## src/logic/ceis_pkg.sv

```systemverilog
// Package of constants for the error and initialisation sideband block.
package ceis_pkg;
   // Number of flip-flops in each input synchroniser.
   localparam int SYNC_STAGES = 2;
   // Number of inputs that are synchronised: six sideband pins and the core's FP error level.
   localparam int NUM_INPUTS = 7;
   // Bit positions of the inputs in the synchronised vector.
   localparam int IDX_STOP_CLK = 0;
   localparam int IDX_PROBE = 1;
   localparam int IDX_HARD_RST = 2;
   localparam int IDX_BUS_INIT = 3;
   localparam int IDX_SOFT_INIT = 4;
   localparam int IDX_IGNORE_NE = 5;
   localparam int IDX_FP_ERR = 6;
   // Reset value of the synchronisers: every active-low input idles high.
   localparam logic [6:0] SYNC_RESET = 7'h7F;
   // State of the multiplexed error/break output.
   typedef enum logic [1:0] {
      CEIS_FERR_IDLE = 2'b00,
      CEIS_FERR_ERROR = 2'b01,
      CEIS_FERR_BREAK = 2'b10
   } ceis_ferr_state_t;
endpackage

```

## src/logic/ceis_sideband.sv

```systemverilog
// Error, break and initialisation sideband logic of the processor.
`timescale 1ns/1ps
// Contract
// RL1: Report unmasked FP error when no stop-clock
// RL2: During stop-clock, output shows pending break
// RL3: Break indication held until stop-clock drops
// RL4: Probe request under stop-clock is break
// RL5: Internal error asserts output, requests shutdown
// RL6: Internal error held until reset-class input
// RL7: Ignore-numeric-error lets FP instructions continue
// RL8: Otherwise pending FP error raises exception
// RL9: Numeric-error enable bit overrides ignore input
// RL10: Other party drives inputs valid by target-ready
// RL11: Soft init resets integer state, keeps caches
// RL12: Snoops keep being serviced during soft init
// RL13: Soft init at hard-reset release runs self-test
// RL14: Hard reset invalidates caches without writeback
// RL15: Sideband active low, inputs synchronised
module ceis_sideband (
   // Clock and reset.
   input wire logic mclk_in,
   input wire logic rst_in,
   // Asynchronous sideband pins, active low.
   input wire logic stop_clock_request_n_in,
   input wire logic probe_request_n_in,
   input wire logic hard_reset_n_in,
   input wire logic bus_initialise_n_in,
   input wire logic soft_init_n_in,
   input wire logic ignore_numeric_error_n_in,
   // Core-side events, synchronous one-cycle pulses or levels.
   input wire logic fp_unmasked_error_n_in,
   input wire logic fp_error_clear_in,
   input wire logic internal_error_event_in,
   input wire logic fp_noncontrol_insn_in,
   input wire logic numeric_error_enable_bit_in,
   input wire logic snoop_request_in,
   // Sideband outputs, active low.
   output logic fp_error_break_n_out,
   output logic internal_error_n_out,
   // Core control outputs.
   output logic shutdown_request_out,
   output logic fp_exception_out,
   output logic fp_continue_out,
   output logic int_regs_reset_out,
   output logic exec_from_reset_vector_out,
   output logic cache_invalidate_out,
   output logic self_test_start_out,
   output logic snoop_service_out
);
   // Synchronised inputs, active low. Every pin, even the core's FP
   // error level, takes the same two-flop path, so the decisions below
   // see one consistent snapshot at the cost of two cycles of lag.
   logic [ceis_pkg::NUM_INPUTS-1:0] raw_n;
   logic [ceis_pkg::NUM_INPUTS-1:0] syn_n;

   // The FP error level arrives from the core; it goes through the bank
   // too so it lines up in time with the six sideband pins.
   assign raw_n = {fp_unmasked_error_n_in, ignore_numeric_error_n_in,
                   soft_init_n_in, bus_initialise_n_in, hard_reset_n_in,
                   probe_request_n_in, stop_clock_request_n_in};

   ceis_sync u_sync (
      .mclk_in(mclk_in),
      .rst_in(rst_in),
      .async_n_in(raw_n),
      .sync_n_out(syn_n)
   );

   // Active-high decoded views of the synchronised pins.
   wire stop_clk = ~syn_n[ceis_pkg::IDX_STOP_CLK]; // RL15
   wire probe = ~syn_n[ceis_pkg::IDX_PROBE];
   wire hard_rst = ~syn_n[ceis_pkg::IDX_HARD_RST];
   wire bus_init = ~syn_n[ceis_pkg::IDX_BUS_INIT];
   wire soft_init = ~syn_n[ceis_pkg::IDX_SOFT_INIT];
   wire ignore_ne = ~syn_n[ceis_pkg::IDX_IGNORE_NE];
   wire fp_err = ~syn_n[ceis_pkg::IDX_FP_ERR];

   // Any reset-class input clears the internal-error indication.
   wire internal_error_out_clear = hard_rst | bus_init | soft_init; // RL6

   // Ignore input is honoured only while the enable bit is clear.
   wire ignore_eff = ignore_ne & ~numeric_error_enable_bit_in; // RL9

   // Break source while stop-clock is active. A probe request is the
   // only break source handled here; any further break source of the
   // core would be ORed into this term.
   wire break_evt = stop_clk & probe; // RL4

   // Pending-error flag, exception and continue decisions.
   logic fp_pending_r;
   logic fp_pending_nxt;
   wire fp_raise = fp_noncontrol_insn_in & fp_pending_r & ~ignore_eff;
   wire fp_go = fp_noncontrol_insn_in & (~fp_pending_r | ignore_eff);

   // Set wins over the clear so an error in the clearing cycle survives.
   assign fp_pending_nxt = fp_err ? 1'b1 :
                           (fp_error_clear_in ? 1'b0 : fp_pending_r);

   // Multiplexed output state.
   ceis_pkg::ceis_ferr_state_t ferr_r;
   ceis_pkg::ceis_ferr_state_t ferr_nxt;

   // Choose what the multiplexed pin reports next.
   always_comb begin
      case (ferr_r)
         ceis_pkg::CEIS_FERR_IDLE: begin
            if (break_evt) begin
               ferr_nxt = ceis_pkg::CEIS_FERR_BREAK; // RL2
            end else if (!stop_clk && fp_err) begin
               ferr_nxt = ceis_pkg::CEIS_FERR_ERROR; // RL1
            end else begin
               ferr_nxt = ceis_pkg::CEIS_FERR_IDLE;
            end
         end
         ceis_pkg::CEIS_FERR_ERROR: begin
            // Error is qualified by stop-clock; a break takes over.
            if (break_evt) begin
               ferr_nxt = ceis_pkg::CEIS_FERR_BREAK; // RL2
            end else if (!stop_clk && fp_err) begin
               ferr_nxt = ceis_pkg::CEIS_FERR_ERROR; // RL1
            end else begin
               ferr_nxt = ceis_pkg::CEIS_FERR_IDLE;
            end
         end
         ceis_pkg::CEIS_FERR_BREAK: begin
            // Held until stop-clock is released.
            if (stop_clk) begin
               ferr_nxt = ceis_pkg::CEIS_FERR_BREAK; // RL3
            end else begin
               ferr_nxt = ceis_pkg::CEIS_FERR_IDLE;
            end
         end
         default: begin
            ferr_nxt = ceis_pkg::CEIS_FERR_IDLE;
         end
      endcase
   end

   // Internal-error latch: set wins over a simultaneous clear. Losing
   // an error that lands in the clearing cycle would hide a fault, so
   // the output is kept low for that new error instead.
   logic internal_error_out_r;
   wire internal_error_out_nxt = internal_error_event_in | (internal_error_out_r & ~internal_error_out_clear);

   // Hard-reset edge tracking for the self-test strap.
   logic hard_rst_d_r;
   wire hard_rst_release = hard_rst_d_r & ~hard_rst;

   // Soft-init edge tracking: the core restarts once the pin lets go.
   logic soft_init_d_r;
   wire soft_init_release = soft_init_d_r & ~soft_init;

   // State registers. The edge trackers reset to the inactive level of
   // their synchronised pins, so no false release follows a reset.
   // The pending FP flag is dropped on hard reset as well.
   always_ff @(posedge mclk_in or posedge rst_in) begin
      if (rst_in) begin
         ferr_r <= ceis_pkg::CEIS_FERR_IDLE;
         internal_error_out_r <= 1'b0;
         fp_pending_r <= 1'b0;
         hard_rst_d_r <= 1'b0;
         soft_init_d_r <= 1'b0;
      end else begin
         ferr_r <= ferr_nxt;
         internal_error_out_r <= internal_error_out_nxt; // RL6
         fp_pending_r <= hard_rst ? 1'b0 : fp_pending_nxt;
         hard_rst_d_r <= hard_rst;
         soft_init_d_r <= soft_init;
      end
   end

   // Registered outputs, all driven from reset onward. Each comes
   // straight from a flop, so no decode glitch can reach the core or
   // the chipset.
   always_ff @(posedge mclk_in or posedge rst_in) begin
      if (rst_in) begin
         fp_error_break_n_out <= 1'b1;
         internal_error_n_out <= 1'b1;
         shutdown_request_out <= 1'b0;
         fp_exception_out <= 1'b0;
         fp_continue_out <= 1'b0;
         int_regs_reset_out <= 1'b0;
         exec_from_reset_vector_out <= 1'b0;
         cache_invalidate_out <= 1'b0;
         self_test_start_out <= 1'b0;
         snoop_service_out <= 1'b0;
      end else begin
         fp_error_break_n_out <= (ferr_nxt == ceis_pkg::CEIS_FERR_IDLE);
         internal_error_n_out <= ~internal_error_out_nxt; // RL5
         // One shutdown pulse on the first cycle of an internal error.
         shutdown_request_out <= internal_error_event_in & ~internal_error_out_r; // RL5
         fp_exception_out <= fp_raise; // RL8
         fp_continue_out <= fp_go; // RL7
         // Soft init clears integer state only; caches stay untouched.
         int_regs_reset_out <= soft_init | hard_rst; // RL11
         // Restart at the reset vector as soft init or hard reset ends.
         exec_from_reset_vector_out <= hard_rst_release |
            soft_init_release; // RL11
         // Caches are dropped only on hard reset, with no writeback.
         cache_invalidate_out <= hard_rst; // RL14
         // Soft init seen at the hard-reset release starts self-test.
         self_test_start_out <= hard_rst_release & soft_init; // RL13
         // Snoops are still served while soft init is held.
         snoop_service_out <= snoop_request_in & ~hard_rst; // RL12
      end
   end

   // Assertions. They watch the synchronised views, so each one speaks
   // of the cycle after the decision, which is when the registered
   // outputs show it. Raw pins are not checked here: their timing
   // against the clock is the far side's business.
   // All properties share the bus clock and the block reset.
   a_break_holds: assert property (@(posedge mclk_in) disable iff (rst_in)
      (ferr_r == ceis_pkg::CEIS_FERR_BREAK && stop_clk)
      |=> !fp_error_break_n_out) // RL3
      else $error("break indication dropped under stop-clock");
   a_probe_break: assert property (@(posedge mclk_in) disable iff (rst_in)
      break_evt |=> !fp_error_break_n_out) // RL4
      else $error("probe under stop-clock not reported");
   a_fp_error_out: assert property (@(posedge mclk_in) disable iff (rst_in)
      (!stop_clk && fp_err) |=> !fp_error_break_n_out) // RL1
      else $error("unmasked fp error not reported");
   a_break_release: assert property (@(posedge mclk_in) disable iff (rst_in)
      (ferr_r == ceis_pkg::CEIS_FERR_BREAK && !stop_clk && !fp_err)
      |=> fp_error_break_n_out) // RL2
      else $error("break output stuck after stop-clock release");
   a_internal_error_out_sets: assert property (@(posedge mclk_in) disable iff (rst_in)
      internal_error_event_in |=> !internal_error_n_out) // RL5
      else $error("internal error not asserted");
   a_internal_error_out_holds: assert property (@(posedge mclk_in) disable iff (rst_in)
      (!internal_error_n_out && !internal_error_out_clear && !internal_error_event_in)
      |=> !internal_error_n_out) // RL6
      else $error("internal error released without reset input");
   a_internal_error_out_clears: assert property (@(posedge mclk_in) disable iff (rst_in)
      (internal_error_out_clear && !internal_error_event_in) |=> internal_error_n_out) // RL6
      else $error("internal error not cleared");
   a_ignore_mask: assert property (@(posedge mclk_in) disable iff (rst_in)
      (numeric_error_enable_bit_in && fp_pending_r && fp_noncontrol_insn_in)
      |=> fp_exception_out) // RL9
      else $error("ignore input not disregarded");
   a_ignore_go: assert property (@(posedge mclk_in) disable iff (rst_in)
      (ignore_eff && fp_noncontrol_insn_in)
      |=> (fp_continue_out && !fp_exception_out)) // RL7
      else $error("ignored error still raised exception");
   a_self_test: assert property (@(posedge mclk_in) disable iff (rst_in)
      (hard_rst_release && soft_init) |=> self_test_start_out) // RL13
      else $error("self-test not started");
   a_soft_snoop: assert property (@(posedge mclk_in) disable iff (rst_in)
      (soft_init && !hard_rst && snoop_request_in)
      |=> (snoop_service_out && !cache_invalidate_out)) // RL12
      else $error("snoop dropped during soft init");

   // Without a snoop request nothing is reported as serviced.
   a_snoop_idle: assert property (@(posedge mclk_in) disable iff (rst_in)
      !snoop_request_in |=> !snoop_service_out) // RL12
      else $error("snoop service without a request");

   // Shutdown is requested once, not for the whole error.
   a_shutdown_once: assert property (@(posedge mclk_in) disable iff (rst_in)
      shutdown_request_out |=> !shutdown_request_out) // RL5
      else $error("shutdown request longer than one cycle");

   // With the ignore pin inactive a pending error traps.
   a_fp_trap: assert property (@(posedge mclk_in) disable iff (rst_in)
      (fp_noncontrol_insn_in && fp_pending_r && !ignore_ne)
      |=> (fp_exception_out && !fp_continue_out)) // RL8
      else $error("pending fp error did not trap");

   // Stop-clock without a break keeps the shared pin high.
   a_break_quiet: assert property (@(posedge mclk_in) disable iff (rst_in)
      (stop_clk && !break_evt && ferr_r != ceis_pkg::CEIS_FERR_BREAK)
      |=> fp_error_break_n_out) // RL2
      else $error("shared pin low under stop-clock without break");

   // Soft init resets the integer registers.
   a_int_regs: assert property (@(posedge mclk_in) disable iff (rst_in)
      soft_init |=> int_regs_reset_out) // RL11
      else $error("integer registers not reset on soft init");

   // Soft init leaves the caches alone.
   a_cache_keep: assert property (@(posedge mclk_in) disable iff (rst_in)
      (soft_init && !hard_rst) |=> !cache_invalidate_out) // RL11
      else $error("caches touched by soft init");

   // The end of soft init restarts at the reset vector.
   a_exec_vector: assert property (@(posedge mclk_in) disable iff (rst_in)
      (soft_init_d_r && !soft_init) |=> exec_from_reset_vector_out) // RL11
      else $error("no restart after soft init");

   // Hard reset drops the caches.
   a_cache_drop: assert property (@(posedge mclk_in) disable iff (rst_in)
      hard_rst |=> cache_invalidate_out) // RL14
      else $error("caches kept under hard reset");

   c_break: cover property (@(posedge mclk_in) disable iff (rst_in)
      ferr_r == ceis_pkg::CEIS_FERR_BREAK);
   c_error: cover property (@(posedge mclk_in) disable iff (rst_in)
      ferr_r == ceis_pkg::CEIS_FERR_ERROR);
   c_internal_error_out_clear: cover property (@(posedge mclk_in) disable iff (rst_in)
      internal_error_out_r && internal_error_out_clear);
   c_bist: cover property (@(posedge mclk_in) disable iff (rst_in)
      self_test_start_out);
   c_restart: cover property (@(posedge mclk_in) disable iff (rst_in)
      exec_from_reset_vector_out);
endmodule

```

## src/logic/ceis_sync.sv

```systemverilog
// Two-flop synchroniser bank for active-low asynchronous sideband inputs.
`timescale 1ns/1ps
module ceis_sync (
   // Clock and reset.
   input wire logic mclk_in,
   input wire logic rst_in,
   // Raw asynchronous inputs, active low.
   input wire logic [ceis_pkg::NUM_INPUTS-1:0] async_n_in,
   // Synchronised inputs, active low.
   output logic [ceis_pkg::NUM_INPUTS-1:0] sync_n_out
);
   // First stage is read only by the second stage.
   logic [ceis_pkg::NUM_INPUTS-1:0] meta_r;

   // Each bit passes through two flops; reset idles them inactive.
   genvar gi;
   generate
      for (gi = 0; gi < ceis_pkg::NUM_INPUTS; gi = gi + 1) begin : g_bit
         always_ff @(posedge mclk_in or posedge rst_in) begin
            if (rst_in) begin
               meta_r[gi] <= ceis_pkg::SYNC_RESET[gi];
               sync_n_out[gi] <= ceis_pkg::SYNC_RESET[gi];
            end else begin
               meta_r[gi] <= async_n_in[gi]; // RL15
               sync_n_out[gi] <= meta_r[gi];
            end
         end
      end
   endgenerate
endmodule
```

## config.mk

```make
export PLATFORM = sky130hd
export DESIGN_NAME = ceis_sideband
export DESIGN_NICKNAME = d
export VERILOG_FILES = /design/src/logic/ceis_pkg.sv /design/src/logic/ceis_sideband.sv /design/src/logic/ceis_sync.sv
export SDC_FILE = /design/constraint.sdc
export NUM_CORES = 1
export LEC_CHECK = 0
export BUFFER_PORTS_ARGS = -buffer_cell sky130_fd_sc_hd__buf_2
export CAP_MARGIN = 10
export CORE_MARGIN = 4
export CORE_UTILIZATION = 47
export CTS_BUF_LIST = sky130_fd_sc_hd__clkbuf_8
export DETAILED_ROUTE_END_ITERATION = 8
export PLACE_DENSITY = 0.76
export RECOVER_POWER = 25
export SLEW_MARGIN = 30
export SYNTH_ARGS = -nofsm -noshare
export SYNTH_HDL_FRONTEND = slang
export SYNTH_SLANG_ARGS = --single-unit
```

## constraint.sdc

```tcl
create_clock -name mclk_in -period 1.32 [get_ports mclk_in]
set_input_delay 0.264 -clock mclk_in [delete_from_list [all_inputs] [get_ports mclk_in]]
set_output_delay 0.264 -clock mclk_in [all_outputs]
set_load 0.005 [all_outputs]
```

# Word-level counts from Yosys, hierarchy flattened
# Index checks and enable logic that the tools add are counted.
# word_totals
ff_bits,29
out_inout_bits,10
word_cells,72
# op_classes
n_eq_ne,3
muxes,7
bitwise_logic,30
n_reduce_logical,4
# ops
op,n
1-bit NOT,13
1-bit AND,11
1-bit OR,6
2-bit logical NOT,2
1-bit 2-to-1 mux,4
2-bit 2-to-1 mux,2
2-bit one-hot mux with 2 select lines,1
"3-bit != test, second input constant",1
"2-bit by 1-bit equality test with 1-bit output, second input constant",1
"2-bit equality test, second input constant",1
2-bit OR reduction,1
1-bit logical AND,1

# Logic depth before layout (Yosys ltp)
# logic_depth
word_depth,7
ltp_mapped,2

# Modules after synthesis
# Synthesis repeated with hierarchy kept, for this count alone.
# unflattened
hier_cells,51
area_unflattened_um2,873.3
# modules_own_cells
mod,instances,cells_each,area_per_inst_um2,seq_area_each_um2
ceis_sideband,1,36,501.7,377.9
ceis_sync,1,15,371.6,367.9

# Worst setup path before layout
# Ideal clock, no wire load.
# synth_timing
path_type,register to register
from,register u_sync.sync_n_out[0] (netlist name)
to,register fp_error_break_n_out
setup_time_ns,0.082
arrival_time_ns,0.767
slack_ns,0.471
path_stages_with_launch,3
n_path_buf,0
path_cell_list,dfstp_2 mux2i_1 mux2i_1
# synth_between
elab_chain_cells,5
elab_cells_between_ends,8
classes_between,4 x mux; 2 x bitwise; 2 x reduce/logical
# synth_rtl
item,line_no,text
"start, declared",ceis_sync.sv:10,output logic [ceis_pkg::NUM_INPUTS-1:0] sync_n_out
"start signal, assigned by index",ceis_sync.sv:22,sync_n_out[gi] <= ceis_pkg::SYNC_RESET[gi];
"start signal, assigned by index",ceis_sync.sv:25,sync_n_out[gi] <= meta_r[gi];
1-bit logical AND or 1-bit NOT (tied branches),"ceis_sideband.sv:109, ceis_sideband.sv:119, ceis_sideband.sv:70",
1-bit 2-to-1 mux or 1-bit AND (tied branches),"ceis_sideband.sv:109, ceis_sideband.sv:119, ceis_sideband.sv:87",
2-bit 2-to-1 mux,ceis_sideband.sv:117,if (break_evt) begin
2-bit one-hot mux with 2 select lines *,ceis_sideband.sv:105,case (ferr_r)
2-bit logical NOT *,ceis_sideband.sv:188,fp_error_break_n_out <= (ferr_nxt == ceis_pkg::CEIS_FERR_IDLE);
"end signal, assigned",ceis_sideband.sv:188,
"end, declared",ceis_sideband.sv:38,"output logic fp_error_break_n_out,"
# Every way passes the cells marked *; elsewhere a longest branch is shown, timed or not.
# A chain may end at the register's enable or synchronous reset.

# Worst setup path after layout
# layout_timing
from,register fp_error_break_n_out
to,output port fp_error_break_n_out
# No word-level cell between the ends.

==> flow_metrics.env <==
export IMPL_max_stage_delay_ns=0.51
export IMPL_nNetsFinal=96
export IMPL_cp_arrival_ns=0.87
export IMPL_die_w_um=51.2
export IMPL_start_kind="register"
export IMPL_rrSetupSlack_ns=0.42
export IMPL_cpLargestDelayFamily="flip-flops"
export IMPL_yosysTopAreaCell="dfstp_2"
export IMPL_cp_num_buf_inv=1
export IMPL_path_cells="buf_2"
export IMPL_portBuffers=23
export IMPL_ys_types=16
export IMPL_critPathCaptureType="output port"
export IMPL_vias=461
export IMPL_grt_use_total=0.122
export IMPL_critPathKind="register to output port"
export IMPL_p_seq_frac=0.558
export IMPL_cap_violations=0
export IMPL_netlist_area_leader_share=0.479
export IMPL_critPathSlowestCell="dfstp_2"
export IMPL_ant_nets=0
export IMPL_yosys_warnings=0
export IMPL_layout_min_cycle_time_ns=1.14
export IMPL_ios=24
export IMPL_post_route_period_util=0.863
export IMPL_status="finished clean"
export IMPL_die_y_um=51.2
export IMPL_gp_congestion=0.679
export IMPL_ys_seq_area_frac=0.850
export IMPL_htree_num_levels=2
export IMPL_dr_first_iter_drc_count=5
export IMPL_syn_area_sq_um=877
export IMPL_rows=15
export IMPL_firstDrtPassIters=3
export IMPL_post_drt_wl_per_cell_um=11.1
export IMPL_maxSlewViolCount=0
export IMPL_rsz0062_at_grt="false"
export IMPL_area_growth_pct=27.5
export IMPL_drive_gt1_frac=0.554
export IMPL_remaining_drc_errors=0
export IMPL_comb_power_share=0.048
export IMPL_grt_max_degree=30
export IMPL_numPlacedInstances=100
export IMPL_finalHoldViolCount=0
export IMPL_ir_drop_mv=1.29
export IMPL_cts_tree="done"
export IMPL_utilization=0.641
export IMPL_grt_pass1_wl_um=2060
export IMPL_clock_power_share=0.394
export IMPL_synth_cells=51
export IMPL_cts_hold_buf=0
export IMPL_numCtsBuffers=5
export IMPL_gr_total_overflow=0
export IMPL_slew_headroom=0.565
export IMPL_synth_area_per_cell_sq_um=17.2
export IMPL_antenna_found_initial=0
export IMPL_ys_top_cells_by_area="dfstp_2, dfrtp_1, mux2i_1"
export IMPL_max_freq_mhz=878
export IMPL_setup_viol=0
export IMPL_clkSinkCount=29
export IMPL_clock_path_buffers=2
export IMPL_coreArea_sq_um=1750
export IMPL_leakagePower_uw=0.000557
export IMPL_initial_utilization=0.503
export IMPL_p_sw_frac=0.198
export IMPL_tightest_slew_ns=0.653
export IMPL_p_per_area_nw_per_um2=1570
export IMPL_grt_pass1_vias=490
export IMPL_syn_num_nets=65
export IMPL_tns_ns=0
export IMPL_finClkSkew_ns=0.00494
export IMPL_worstPathMaxFanout=1
export IMPL_vias_per_cell=4.27
export IMPL_p_switching_uw=348
export IMPL_internal_power_uw=1410
export IMPL_clk_pin_slew_ns=0.06
export IMPL_required_ns=1.06
export IMPL_cts_resized=0
export IMPL_cts_setup_buffers=0
export IMPL_clk_insertion_delay_late_ns=0.27
export IMPL_hold_path_class="primary input to register"
export IMPL_finalNonFillerCells=108
export IMPL_cts_root_buf="clkbuf_8"
export IMPL_drt_wl_total_um=1200
export IMPL_die_area_sq_um=2620
export IMPL_timing_hold_ws_ns=0.0910
export IMPL_antenna_cells=0
export IMPL_ys_ff_latch=29
[per-layer routing]
metal	part of all wire	global-route usage	routed length, um	up-vias
met2	0.51	0.174	610	18
li1	-	-	-	222
met1	0.36	0.119	434	217
met3	0.11	0.0729	129	4
met5	0	0	0	-
met4	0.024	0.121	29	0
[path summary, 6_finish.rpt]
| kind | to | cells after the start | startpoint |
|---|---|---|---|
| max in group asynchronous | internal_error_out_r$_DFF_PP0_ | 3 | rst_in |
| hold / removal | u_sync.meta_r[5]$_DFF_PP1_ | 1 | ignore_numeric_error_n_in |
| setup / recovery | fp_error_break_n_out | 1 | fp_error_break_n_out$_DFF_PP1_ |
| setup reg to reg | fp_error_break_n_out$_DFF_PP1_ | 2 | u_sync.sync_n_out[0]$_DFF_PP1_ |
| min in group asynchronous | fp_pending_r$_DFFE_PP0P_ | 3 | rst_in |
| hold reg to reg | u_sync.sync_n_out[0]$_DFF_PP1_ | 0 | u_sync.meta_r[0]$_DFF_PP1_ |
[synth_stat cells]
library cell,number
nor2b_1,2
nor2_1,2
o21ai_0,1
nor3b_1,1
inv_1,5
nand2b_1,1
and2_1,2
a211oi_1,1
nand2_1,1
a41o_1,1
and3_1,1
mux2i_1,2
dfrtp_1,13
a22o_1,1
dfstp_2,16
a21oi_1,1
[cell type report]
cell class / instances / area [sq um]
Tap cell: 25 / 31.3
Clock inverter: 2 / 7.51
Inverter: 5 / 18.8
Multi-Input combinational cell: 17 / 113
Fill cell: 144 / 627
Timing Repair Buffer: 24 / 120
Clock buffer: 6 / 82.6
Sequential cell: 29 / 746
[power groups by stage]
stage / registers (uW) / logic [uW] / clock network, uW
2_1_floorplan: 995 / 36.7 / 0
3_3_place_gp: 993 / 83.5 / 0
3_5_place_dp: 996 / 87.5 / 0
4_1_cts: 982 / 87.7 / 721
5_1_grt: 988 / 95.2 / 776
6_report: 982 / 83.9 / 693
[layout by cell type (no fill, tap or decap), types with 2 or more instances in the layout]
master	n
clkbuf_8	6
inv_1	7
and2_1	2
dfrtp_1	13
nor2b_1	2
dfstp_2	16
mux2i_1	2
nor2_1	2
buf_2	23
[metrics by stage]
step / setup slack, ns / cell area (sq um) / power [uW]
4_1_cts: 0.166 / 1120 / 1790
5_1_grt: 0.140 / 1120 / 1860
6_report: 0.181 / 1120 / 1760
3_3_place_gp: 0.458 / 1030 / 1080
3_5_place_dp: 0.430 / 1030 / 1080
2_1_floorplan: 0.471 / 877 / 1030
[logic make-up after synthesis]
group | synth area share
buf+inv | 0.0214
flops | 0.850
simple gates | 0.0642
compound gates | 0.0414
mux | 0.0228
[flip-flops by register name, summed over array words and instances, names as in the netlist]
signal                      flops
u_sync.sync_n_out               7
fp_continue_out                 1
snoop_service_out               1
fp_pending_r                    1
cache_invalidate_out            1
internal_error_n_out            1
shutdown_request_out            1
exec_from_reset_vector_out      1
fp_error_break_n_out            1
u_sync.meta_r                   7
fp_exception_out                1
self_test_start_out             1
soft_init_d_r                   1
int_regs_reset_out              1
ferr_r                          2
internal_error_out_r            1
Note: power is estimated with default switching activity, not from simulation.
